<file path="config.mk">
export PLATFORM = sky130hd
export DESIGN_NAME = aoc_ctrl
export DESIGN_NICKNAME = d
export VERILOG_FILES = /design/src/verilog/aoc_pkg.sv /design/src/verilog/aoc_div.sv /design/src/verilog/aoc_ctrl.sv
export SDC_FILE = /design/constraint.sdc
export NUM_CORES = 2
export LEC_CHECK = 0
export ABC_AREA = 1
export ABC_CLOCK_PERIOD_IN_PS = 12980
export BUFFER_PORTS_ARGS = -buffer_cell sky130_fd_sc_hd__buf_2
export CELL_PAD_IN_SITES_DETAIL_PLACEMENT = 1
export CELL_PAD_IN_SITES_GLOBAL_PLACEMENT = 1
export CORE_MARGIN = 3
export CORE_UTILIZATION = 45
export CTS_BUF_LIST = sky130_fd_sc_hd__clkbuf_16
export DETAILED_ROUTE_END_ITERATION = 12
export PLACE_DENSITY_LB_ADDON = 0.08
export SLEW_MARGIN = 10
export SYNTH_ARGS = -nofsm -noshare
export SYNTH_HDL_FRONTEND = slang
export SYNTH_SLANG_ARGS = --single-unit
</file>
<file path="constraint.sdc">
create_clock -name i_clk_sys -period 12.98 [get_ports i_clk_sys]
set_input_delay 2.596 -clock i_clk_sys [delete_from_list [all_inputs] [get_ports i_clk_sys]]
set_output_delay 2.596 -clock i_clk_sys [all_outputs]
set_load 0.005 [all_outputs]
</file>
<file path="src/verilog/aoc_pkg.sv">
`default_nettype none
package aoc_pkg;
  // ============================================================
  // register byte addresses
  localparam logic [7:0] A_CTRL = 8'h00;
  localparam logic [7:0] A_CONV = 8'h04;
  localparam logic [7:0] A_USE = 8'h08;
  localparam logic [7:0] A_RES = 8'h0C;
  localparam logic [7:0] A_STOP = 8'h10;
  localparam logic [7:0] A_BIP = 8'h14;
  localparam logic [7:0] A_ERR = 8'h18;
  localparam logic [7:0] A_RESTART = 8'h1C;
  localparam logic [7:0] A_SV = 8'h20;
  localparam logic [7:0] A_SCL = 8'h40;
  localparam logic [7:0] A_OUT = 8'h60;
  // ============================================================
  // field positions
  localparam int CTRL_RUN = 0;
  localparam int CTRL_FAULT = 1;
  localparam int CTRL_ADJ = 2;
  localparam int CTRL_ADJSEL = 4;
  localparam int ERR_SCL = 8;
  localparam int ERR_STOP = 9;
  localparam int ERR_MODE = 10;
  localparam int SCL_UPPER = 16;
  // ============================================================
  // encodings and reset values
  localparam logic [1:0] STOP_CLEAR = 2'h0;
  localparam logic [1:0] STOP_HOLD = 2'h1;
  localparam logic [1:0] STOP_MAX = 2'h2;
  localparam logic [7:0] RES_LONG = 8'h00;
  localparam logic [7:0] RES_SHORT = 8'hC1;
  localparam logic [7:0] RES_RST = 8'h00;
  localparam logic [1:0] STOP_RST = 2'h0;
  // ============================================================
  // full scale, band and limits
  localparam int FS_LONG = 4000;
  localparam int FS_SHORT = 8000;
  localparam int BAND_DIV = 20;
  localparam int SCL_LIM = 32000;
  // ============================================================
  // timing
  localparam int CLK_KHZ = 20000;
  localparam int CYC_LONG_US = 1000;
  localparam int CYC_SHORT_US = 250;
  localparam int CYC_LONG_DEF = CYC_LONG_US * CLK_KHZ / 1000;
  localparam int CYC_SHORT_DEF = CYC_SHORT_US * CLK_KHZ / 1000;
  typedef enum logic [2:0] {
    S_IDLE = 3'b001,
    S_DIV = 3'b010,
    S_CHK = 3'b100
  } aoc_state_e;
endpackage : aoc_pkg
`default_nettype wire

</file>
<file path="src/verilog/aoc_div.sv">
`timescale 1ns/1ps
`default_nettype none
// ============================================================
// unsigned restoring divider, one quotient bit per cycle
module aoc_div #(
  parameter int W = 32
) (
  input wire logic i_clk_sys,
  input wire logic i_sys_rst,
  input wire logic i_start,
  input wire logic [W-1:0] i_num,
  input wire logic [W-1:0] i_den,
  output logic o_done,
  output logic [W-1:0] o_quot
);
  // the 8-bit step counter bounds the width
  if (W < 2 || W > 255) begin : g_chk_w
    $error("divider width must lie between 2 and 255");
  end
  logic [W:0] rem_r;
  logic [W:0] trial_c;
  logic [W-1:0] den_r;
  logic [7:0] cnt_r;
  logic busy_r;
  assign trial_c = {rem_r[W-1:0], o_quot[W-1]} - {1'b0, den_r};
  always_ff @(posedge i_clk_sys) begin
    if (i_sys_rst) begin
      rem_r <= '0;
      den_r <= '0;
      o_quot <= '0;
      cnt_r <= '0;
      busy_r <= 1'b0;
      o_done <= 1'b0;
    end else begin
      o_done <= busy_r && (cnt_r == 8'h01);
      if (i_start) begin
        rem_r <= '0;
        den_r <= i_den;
        o_quot <= i_num;
        cnt_r <= 8'(W);
        busy_r <= 1'b1;
      end else if (busy_r) begin
        cnt_r <= cnt_r - 8'h01;
        busy_r <= (cnt_r != 8'h01);
        if (!trial_c[W]) begin
          rem_r <= trial_c;
          o_quot <= {o_quot[W-2:0], 1'b1};
        end else begin
          rem_r <= {rem_r[W-1:0], o_quot[W-1]};
          o_quot <= {o_quot[W-2:0], 1'b0};
        end
      end
    end
  end
endmodule : aoc_div
`default_nettype wire

</file>
<file path="src/verilog/aoc_ctrl.sv">
`timescale 1ns/1ps
`default_nettype none
// Functional notes
// each output has its own conversion enable bit; converts only while set
// batch enable word, one bit per output, width follows output count
// eight outputs, or four or two on reduced variants
// no conversion under foreign adjustment, set-value error or major fault
// run to program mode or reset clears all enables, stop state applies
// any stopped output drives its selected stop-state value
// stop selector: 0 clear, 1 hold, 2 maximum
// clear drives -5% of full scale unipolar, zero bipolar
// maximum drives +5% above full scale
// hold keeps last converted value
// configured limits map set values linearly onto full scale
// scaling only in the 1 ms, 4000-step mode
// lower limit above upper gives reverse scaling
// out of -5..+105% band raises error and stops output
// equal limits or beyond 32000 flag scaling error, refuse operation
// both limits zero bypasses scaling
// per-output set-value error flag, 1 means invalid
// all set-value error flags readable as one byte
// stop-state and scaling setup load only at reset or restart
// unused outputs drive zero and are skipped in the sequence
// resolution 16#00 is 4000 steps 1 ms, 16#C1 8000 steps 250 us
// scaled code by interpolation rounded to nearest, then band check
module aoc_ctrl
  import aoc_pkg::*;
#(
  parameter int N_OUT = 8,
  parameter int CYC_LONG = CYC_LONG_DEF,
  parameter int CYC_SHORT = CYC_SHORT_DEF
) (
  input wire logic i_clk_sys,
  input wire logic i_sys_rst,
  input wire logic i_psel,
  input wire logic i_penable,
  input wire logic i_pwrite,
  input wire logic [7:0] i_paddr,
  input wire logic [31:0] i_pwdata,
  output logic [31:0] o_prdata,
  output logic o_pready,
  output logic o_pslverr,
  output logic [N_OUT*16-1:0] o_out_code,
  output logic [N_OUT-1:0] o_conv_active,
  output logic [N_OUT-1:0] o_setvalue_err,
  output logic o_config_err
);
  localparam int IW = $clog2(N_OUT);
  localparam int P5L = FS_LONG / BAND_DIV;
  localparam int P5S = FS_SHORT / BAND_DIV;
  // ============================================================
  // elaboration checks
  if (!(N_OUT == 2 || N_OUT == 4 || N_OUT == 8)) begin : g_chk_n
    $error("N_OUT must be 2, 4 or 8");
  end
  if (CYC_LONG < 1 || CYC_LONG > 65535 || CYC_SHORT < 1 || CYC_SHORT > 65535) begin : g_chk_c
    $error("cycle counts out of range");
  end
  // ============================================================
  // register state
  logic run_r, fault_r, adj_r;
  logic [2:0] adj_sel_r;
  logic [N_OUT-1:0] conv_en_r, use_sh_r, use_r, bip_sh_r, bip_r, err_r;
  logic [7:0] res_sh_r, res_r;
  logic [2*N_OUT-1:0] stop_sh_r, stop_r;
  logic [31:0] scl_sh_r [N_OUT];
  logic [31:0] scl_r [N_OUT];
  logic signed [15:0] sv_r [N_OUT];
  logic signed [15:0] out_r [N_OUT];
  logic [N_OUT-1:0] conv_c, bypass_c, bad_c, stopbad_c;
  logic signed [15:0] clear_lvl_c [N_OUT];
  logic signed [15:0] max_c [N_OUT];
  logic [31:0] rd_c;
  logic miss_r, cfg_err_r;
  // ============================================================
  // apb decode; data registered in setup so access needs no wait
  logic setup_c, wr_c, hit_c, restart_c;
  logic [2:0] area_c;
  logic [IW-1:0] idx_c;
  assign setup_c = i_psel & ~i_penable;
  assign wr_c = i_psel & i_penable & i_pwrite;
  assign area_c = i_paddr[7:5];
  assign idx_c = i_paddr[IW+1:2];
  assign hit_c = (i_paddr[1:0] == 2'h0) && (area_c == 3'h0 ||
                 (area_c <= A_OUT[7:5] && int'(i_paddr[4:2]) < N_OUT));
  assign restart_c = wr_c && i_paddr == A_RESTART && i_pwdata[0];
  assign o_pready = 1'b1;
  assign o_pslverr = i_psel & i_penable & miss_r;
  // ============================================================
  // host control and conversion enables
  always_ff @(posedge i_clk_sys) begin
    if (i_sys_rst) begin
      run_r <= 1'b0;
      fault_r <= 1'b0;
      adj_r <= 1'b0;
      adj_sel_r <= 3'h0;
    end else if (wr_c && i_paddr == A_CTRL) begin
      run_r <= i_pwdata[CTRL_RUN];
      fault_r <= i_pwdata[CTRL_FAULT];
      adj_r <= i_pwdata[CTRL_ADJ];
      adj_sel_r <= i_pwdata[CTRL_ADJSEL+:3];
    end
  end
  always_ff @(posedge i_clk_sys) begin
    if (i_sys_rst || restart_c) begin
      conv_en_r <= '0;
    end else if (run_r && wr_c && i_paddr == A_CTRL && !i_pwdata[CTRL_RUN]) begin
      conv_en_r <= '0;
    end else if (wr_c && i_paddr == A_CONV) begin
      conv_en_r <= i_pwdata[N_OUT-1:0];
    end
  end
  // ============================================================
  // setup shadows, written any time, taken over only at restart
  always_ff @(posedge i_clk_sys) begin
    if (i_sys_rst) begin
      use_sh_r <= '1;
      bip_sh_r <= '0;
      res_sh_r <= RES_RST;
      stop_sh_r <= {N_OUT{STOP_RST}};
      for (int k = 0; k < N_OUT; k++) begin
        scl_sh_r[k] <= '0;
      end
    end else if (wr_c) begin
      if (i_paddr == A_USE) use_sh_r <= i_pwdata[N_OUT-1:0];
      if (i_paddr == A_BIP) bip_sh_r <= i_pwdata[N_OUT-1:0];
      if (i_paddr == A_RES) res_sh_r <= i_pwdata[7:0];
      if (i_paddr == A_STOP) stop_sh_r <= i_pwdata[2*N_OUT-1:0];
      if (hit_c && area_c == A_SCL[7:5]) scl_sh_r[idx_c] <= i_pwdata;
    end
  end
  always_ff @(posedge i_clk_sys) begin
    if (i_sys_rst) begin
      use_r <= '1;
      bip_r <= '0;
      res_r <= RES_RST;
      stop_r <= {N_OUT{STOP_RST}};
      for (int k = 0; k < N_OUT; k++) begin
        scl_r[k] <= '0;
      end
    end else if (restart_c) begin
      use_r <= use_sh_r;
      bip_r <= bip_sh_r;
      res_r <= res_sh_r;
      stop_r <= stop_sh_r;
      scl_r <= scl_sh_r;
    end
  end
  always_ff @(posedge i_clk_sys) begin
    if (i_sys_rst) begin
      for (int k = 0; k < N_OUT; k++) begin
        sv_r[k] <= '0;
      end
    end else if (wr_c && hit_c && area_c == A_SV[7:5]) begin
      sv_r[idx_c] <= i_pwdata[15:0];
    end
  end
  // ============================================================
  // setup checks and per-output stop levels
  logic long_c, mode_err_c, refuse_c;
  logic signed [15:0] fs_c, p5_c;
  assign long_c = (res_r == RES_LONG);
  assign mode_err_c = !long_c && res_r != RES_SHORT;
  assign fs_c = long_c ? 16'(FS_LONG) : 16'(FS_SHORT);
  assign p5_c = long_c ? 16'(P5L) : 16'(P5S);
  assign refuse_c = (|bad_c) | (|stopbad_c) | mode_err_c;
  always_comb begin
    for (int k = 0; k < N_OUT; k++) begin
      bypass_c[k] = (scl_r[k] == 32'h0000_0000);
      bad_c[k] = use_r[k] && !bypass_c[k] && (
                 scl_r[k][15:0] == scl_r[k][31:16] ||
                 $signed(scl_r[k][15:0]) > 16'sd32000 ||
                 $signed(scl_r[k][15:0]) < -16'sd32000 ||
                 $signed(scl_r[k][31:16]) > 16'sd32000 ||
                 $signed(scl_r[k][31:16]) < -16'sd32000);
      stopbad_c[k] = use_r[k] && stop_r[2*k+:2] > STOP_MAX;
      clear_lvl_c[k] = bip_r[k] ? 16'sd0 : -p5_c;
      max_c[k] = fs_c + (bip_r[k] ? 16'(2 * p5_c) : p5_c);
      conv_c[k] = conv_en_r[k] && use_r[k] && !err_r[k] && !fault_r &&
                  !(adj_r && int'(adj_sel_r) != k) && !refuse_c;
    end
  end
  // ============================================================
  // conversion sequencer: one used output per conversion tick
  aoc_state_e state_r;
  logic [IW-1:0] ch_r, nxt_c;
  logic found_c, go_c, tick_c, neg_r, dstart_c, ddone_c, inband_c;
  logic [15:0] cnt_r;
  logic signed [32:0] val_r, lo_c, hi_c;
  logic signed [17:0] d_c, dl_c;
  logic [31:0] num_c, den_c, quot_c;
  assign tick_c = (cnt_r == 16'h0000);
  always_ff @(posedge i_clk_sys) begin
    if (i_sys_rst || tick_c) begin
      cnt_r <= long_c ? 16'(CYC_LONG - 1) : 16'(CYC_SHORT - 1);
    end else begin
      cnt_r <= cnt_r - 16'h0001;
    end
  end
  always_comb begin
    nxt_c = ch_r;
    found_c = 1'b0;
    for (int k = N_OUT; k >= 1; k--) begin
      if (use_r[IW'(int'(ch_r) + k)]) begin
        nxt_c = IW'(int'(ch_r) + k);
        found_c = 1'b1;
      end
    end
  end
  assign go_c = state_r == S_IDLE && tick_c && found_c && !refuse_c;
  assign dstart_c = go_c && long_c && !bypass_c[nxt_c];
  // lower limit maps to bottom, upper to top; signs give reverse scaling
  assign d_c = 18'(sv_r[nxt_c]) - 18'($signed(scl_r[nxt_c][15:0]));
  assign dl_c = 18'($signed(scl_r[nxt_c][31:16])) - 18'($signed(scl_r[nxt_c][15:0]));
  assign den_c = 32'(dl_c[17] ? -dl_c : dl_c);
  assign num_c = 32'(d_c[17] ? -d_c : d_c) * 32'(bip_r[nxt_c] ? 2 * fs_c : fs_c)
                 + (den_c >> 1);
  assign lo_c = bip_r[ch_r] ? -33'(fs_c) : 33'sd0;
  assign hi_c = 33'(fs_c);
  aoc_div #(.W(32)) u_div (
    .i_clk_sys(i_clk_sys),
    .i_sys_rst(i_sys_rst),
    .i_start(dstart_c),
    .i_num(num_c),
    .i_den(den_c),
    .o_done(ddone_c),
    .o_quot(quot_c)
  );
  always_ff @(posedge i_clk_sys) begin
    if (i_sys_rst) begin
      state_r <= S_IDLE;
      ch_r <= '0;
      val_r <= '0;
      neg_r <= 1'b0;
    end else begin
      case (state_r)
        S_IDLE: begin
          if (go_c) begin
            ch_r <= nxt_c;
            neg_r <= d_c[17] ^ dl_c[17];
            val_r <= 33'(sv_r[nxt_c]);
            state_r <= dstart_c ? S_DIV : S_CHK;
          end
        end
        S_DIV: begin
          if (ddone_c) begin
            val_r <= neg_r ? lo_c - $signed({1'b0, quot_c})
                           : lo_c + $signed({1'b0, quot_c});
            state_r <= S_CHK;
          end
        end
        S_CHK: state_r <= S_IDLE;
        default: state_r <= S_IDLE;
      endcase
    end
  end
  // band check after rounding, so edge codes land exactly on the limits
  assign inband_c = val_r >= lo_c - 33'(bip_r[ch_r] ? 2 * p5_c : p5_c) &&
                    val_r <= hi_c + 33'(bip_r[ch_r] ? 2 * p5_c : p5_c);
  always_ff @(posedge i_clk_sys) begin
    if (i_sys_rst) begin
      err_r <= '0;
    end else if (state_r == S_CHK) begin
      err_r[ch_r] <= !inband_c;
    end
  end
  // ============================================================
  // output codes; hold keeps the register untouched
  always_ff @(posedge i_clk_sys) begin
    for (int k = 0; k < N_OUT; k++) begin
      if (i_sys_rst || !use_r[k]) begin
        out_r[k] <= '0;
      end else if (!conv_c[k]) begin
        case (stop_r[2*k+:2])
          STOP_CLEAR: out_r[k] <= clear_lvl_c[k];
          STOP_MAX: out_r[k] <= max_c[k];
          default: out_r[k] <= out_r[k];
        endcase
      end else if (state_r == S_CHK && int'(ch_r) == k && inband_c) begin
        out_r[k] <= val_r[15:0];
      end
    end
  end
  always_ff @(posedge i_clk_sys) begin
    if (i_sys_rst) begin
      o_conv_active <= '0;
      cfg_err_r <= 1'b0;
    end else begin
      o_conv_active <= conv_c;
      cfg_err_r <= refuse_c;
    end
  end
  always_comb begin
    for (int k = 0; k < N_OUT; k++) begin
      o_out_code[16*k+:16] = out_r[k];
    end
  end
  assign o_setvalue_err = err_r;
  assign o_config_err = cfg_err_r;
  // ============================================================
  // read data
  always_comb begin
    rd_c = 32'h0000_0000;
    case (area_c)
      3'h0: begin
        case (i_paddr)
          A_CTRL: rd_c = 32'({adj_sel_r, 1'b0, adj_r, fault_r, run_r});
          A_CONV: rd_c = 32'(conv_en_r);
          A_USE: rd_c = 32'(use_sh_r);
          A_RES: rd_c = 32'(res_sh_r);
          A_STOP: rd_c = 32'(stop_sh_r);
          A_BIP: rd_c = 32'(bip_sh_r);
          A_ERR: rd_c = 32'({mode_err_c, |stopbad_c, |bad_c, 8'(err_r)});
          default: rd_c = 32'h0000_0000;
        endcase
      end
      3'h1: rd_c = 32'(sv_r[idx_c]);
      3'h2: rd_c = scl_sh_r[idx_c];
      3'h3: rd_c = 32'(out_r[idx_c]);
      default: rd_c = 32'h0000_0000;
    endcase
  end
  always_ff @(posedge i_clk_sys) begin
    if (i_sys_rst) begin
      o_prdata <= '0;
      miss_r <= 1'b0;
    end else if (setup_c) begin
      o_prdata <= hit_c ? rd_c : 32'h0000_0000;
      miss_r <= !hit_c;
    end
  end
endmodule : aoc_ctrl
`default_nettype wire

</file>
==> results.py <==
metrics = {
    "run_status": {
        "run_status": "finished, final reports clean",
    },
    "clocking": {
        "htreeDepth": 3,
        "ctsRootBufferMaster": "clkbuf_16",
        "cts.sinks": 1074,
        "cts_buffers": 121,
        "clk_pin_slew_ns": 0.06,
        "clk_latency_ns": 0.77,
        "max-clock-path-buffers": 3,
        "cts_tree": "built",
    },
    "layout": {
        "multi_input_area_um2": 34800,
        "drive_above_1_share": 0.07754,
        "seqCellArea_um2": 24060,
        "nFillCells": 17440,
        "area_growth_pct": 10.59,
        "final_util": 0.5044,
        "layout.nets": 8865,
    },
    "timing": {
        "fin_skew_ns": 0.04358,
        "hold_ws_ns": 0.4097,
        "fin_setup_tns_ns": 0,
        "tightest_slew_ns": 1.305,
        "period_share": 0.9188,
        "setup_viol": 0,
        "max_freq_mhz": 83.85,
        "fin_crit_ns": 11.93,
        "finalHoldViolCount": 0,
        "rsz0062_at_grt": "no",
        "worst_slack_ns": 1.054,
        "slew_viol_final": 0,
        "timing.slew.headroom": 0.1207,
    },
    "power_and_ir_drop": {
        "totalPowerFinal_mw": 11.48,
        "seqPwrFrac": 0.307,
        "sw_frac_of_total": 0.3978,
        "pwr-share-clk": 0.293,
        "combPwrFrac": 0.400,
        "ir_worst_vdd_mv": 0.5383,
        "p_int_mw": 6.913,
        "p_per_area_nw_per_um2": 161.9,
        "power_switching_mw": 4.567,
        "p_leak_nw": 29.67,
    },
    "logic_synthesis": {
        "yosys.cell_count.top_type": "nand2_1",
        "synth-seq-area-share": 0.3753,
        "synth_area_um2": 64110,
        "yosysUniqueCellTypes": 70,
        "yosys-top-cells-count": "1190 x nand2_1, 963 x inv_1, 958 x a21oi_1, 827 x o21ai_0, 818 x dfxtp_1",
        "syn-instance-count": 8312,
        "yosysWarnings": 0,
        "synthFlopType": "dfxtp_1",
        "synthArstFlopShare": 0,
        "yosys.area.top_type": "dfxtp_1",
        "syn_area_per_cell_um2": 7.713,
        "synth.top_cell.area_share": 0.2554,
        "synth_area_leaders": "dfxtp_1 26%, edfxtp_1 12%, a21oi_1 7.5%",
        "ys_ff_latch": 1074,
        "synth_edf_count": 256,
    },
    "placement": {
        "port_buffers": 222,
        "pre_cts_slack_ns": 0.7311,
        "place_congestion": 1.003,
        "place_hpwl_mm": 213.4,
    },
    "grt": {
        "grt_pass1_vias": 63710,
        "overflow": 0,
        "grt_pass1_wl_mm": 421.9,
        "grt_max_degree": 157,
        "antenna_found_initial": 16,
        "gr-usage-all-layers": 0.3816,
    },
    "critical_path": {
        "cp.arrival_ns": 12.60,
        "path_class": "register to register",
        "rrSetupSlack_ns": 1.05,
        "cp-end-kind": "register",
        "slowest_delay_ns": 0.54,
        "crit_top_cell": "nand2_1",
        "slowest_stage": "fa_1",
        "start_kind": "register",
        "crit_fanout": 34,
        "required_ns": 13.66,
    },
    "floorplan": {
        "coreArea_um2": 140600,
        "dieWidth_um": 383.5,
        "initial_core_util": 0.4561,
        "rows": 137,
        "dieHeight_um": 383.5,
        "die_area_um2": 147000,
        "ios": 224,
    },
    "routing": {
        "ant_nets": 0,
        "totalWireLength_mm": 287.8,
        "drt-vias-per-instance": 6.134,
        "drt_iter0_drc": 5977,
        "drc": 0,
        "drt_first_pass_iters": 6,
        "vias": 63500,
        "routedWlPerCell_um": 27.80,
    },
    "min_path": {
        "min_path_type": "register to register",
    },
    "job": {
        "drv_cap": 0,
    },
}
## critical path: cells and delay by family (launching register included)
kind	cells	cell delay [ns]
AO/OA/AOI/OAI	13	2.64
flip-flops	1	0.34
AND/OR/NAND/NOR	29	3.07
adder cells (fa/ha/maj)	9	3.75
buffers and inverters	10	1.78
XOR/XNOR	1	0.17
## final timing paths
path                         from                            end  cells past startpoint
max          ch_r[1]$_SDFFE_PP0P_  u_div.o_quot[29]$_SDFFE_PP0P_                     62
min           cnt_r[0]$_SDFF_PP1_            cnt_r[0]$_SDFF_PP1_                      1
max reg2reg  ch_r[1]$_SDFFE_PP0P_  u_div.o_quot[29]$_SDFFE_PP0P_                     62
min reg2reg   cnt_r[0]$_SDFF_PP1_            cnt_r[0]$_SDFF_PP1_                      1
## logic make-up (layout without fill, tap and decap cells)
kind of cell,Yosys count,count (layout),share of synthesized area
buffers and inverters,1479,1579,0.08801
flip-flops,1074,1074,0.3753
XOR/XNOR,251,251,0.03476
other,2,64,0.0001171
adder cells (fa/ha/maj),450,450,0.1076
AO/OA/AOI/OAI,2464,2464,0.2188
AND/OR/NAND/NOR,2592,2593,0.1754
## routing by layer
layer  track usage  up-vias  wire length, µm
li1              -    28510                -
met2        0.6028     2770           127800
met3       0.05610      779            20880
met4        0.2342       10            21040
met1        0.4929    31420           118000
met5             0        -               70
## flip-flops by register name, summed over array words and instances (netlist names), 16 cells and up
signal	flops
stop_r	16
o_prdata	32
u_div.o_quot	32
cnt_r	16
u_div.rem_r	32
sv_r	128
stop_sh_r	16
out_r	128
u_div.den_r	32
scl_r	256
val_r	33
scl_sh_r	256
## what timing repair did
item	in CTS	in global routing
setup endpoints to repair	0	6
setup buffers	0	0
hold buffers	0	0
resized for setup	0	10
## layout by cell type, fill, tap and decap left out, types with 11 or more instances in the layout
cell type and instances:
inv_1 991, a22oi_1 83, nor2_2 16, a211oi_1 106, o31ai_1 12, fa_1 169, nand3_1 414, nor3_1 97
nor2_1 587, ha_1 281, o21ai_0 825, buf_2 221, o311ai_0 20, xnor2_1 52, o22ai_1 85, nor4_1 89
a31oi_1 65, inv_2 22, clkinv_1 60, nand2_2 44, a221oi_1 34, edfxtp_1 256, a21oi_1 955, nand3_2 15
nand2_1 1178, dfxtp_1 817, o211ai_1 142, clkbuf_16 123, xor2_1 195, o221ai_1 33, or2_2 11, nand4_1 96
conb_1 62, o2111ai_1 27, buf_4 117, clkinv_2 18
## power groups by stage
stage,Sequential [mW],Clock [mW],Combinational (mW)
2_1_floorplan,3.57,0,3.00
6_report,3.53,3.36,4.59
5_1_grt,3.53,3.52,5.18
3_3_place_gp,3.60,0,4.39
4_1_cts,3.52,3.38,4.57
3_5_place_dp,3.60,0,4.52
## stage by stage
| step | instances | cell area (µm²) |
|---|---|---|
| 4_1_cts | 10350 | 70840 |
| 2_1_floorplan | 8372 | 64340 |
| 5_1_grt | 10350 | 70900 |
| 6_report | 10350 | 70900 |
| 3_3_place_gp | 10120 | 67080 |
| 3_5_place_dp | 10120 | 67080 |
## area by class of cell
type	count	area share
multi-input combinational	5820	0.4909
sequential	1074	0.3394
inverter	1008	0.05368
clock buffer	123	0.04341
tap	1876	0.03311
timing repair buffer	345	0.02977
clock inverter	103	0.009671
antenna	2	0.00007059
(Power assumes the default switching activity.)
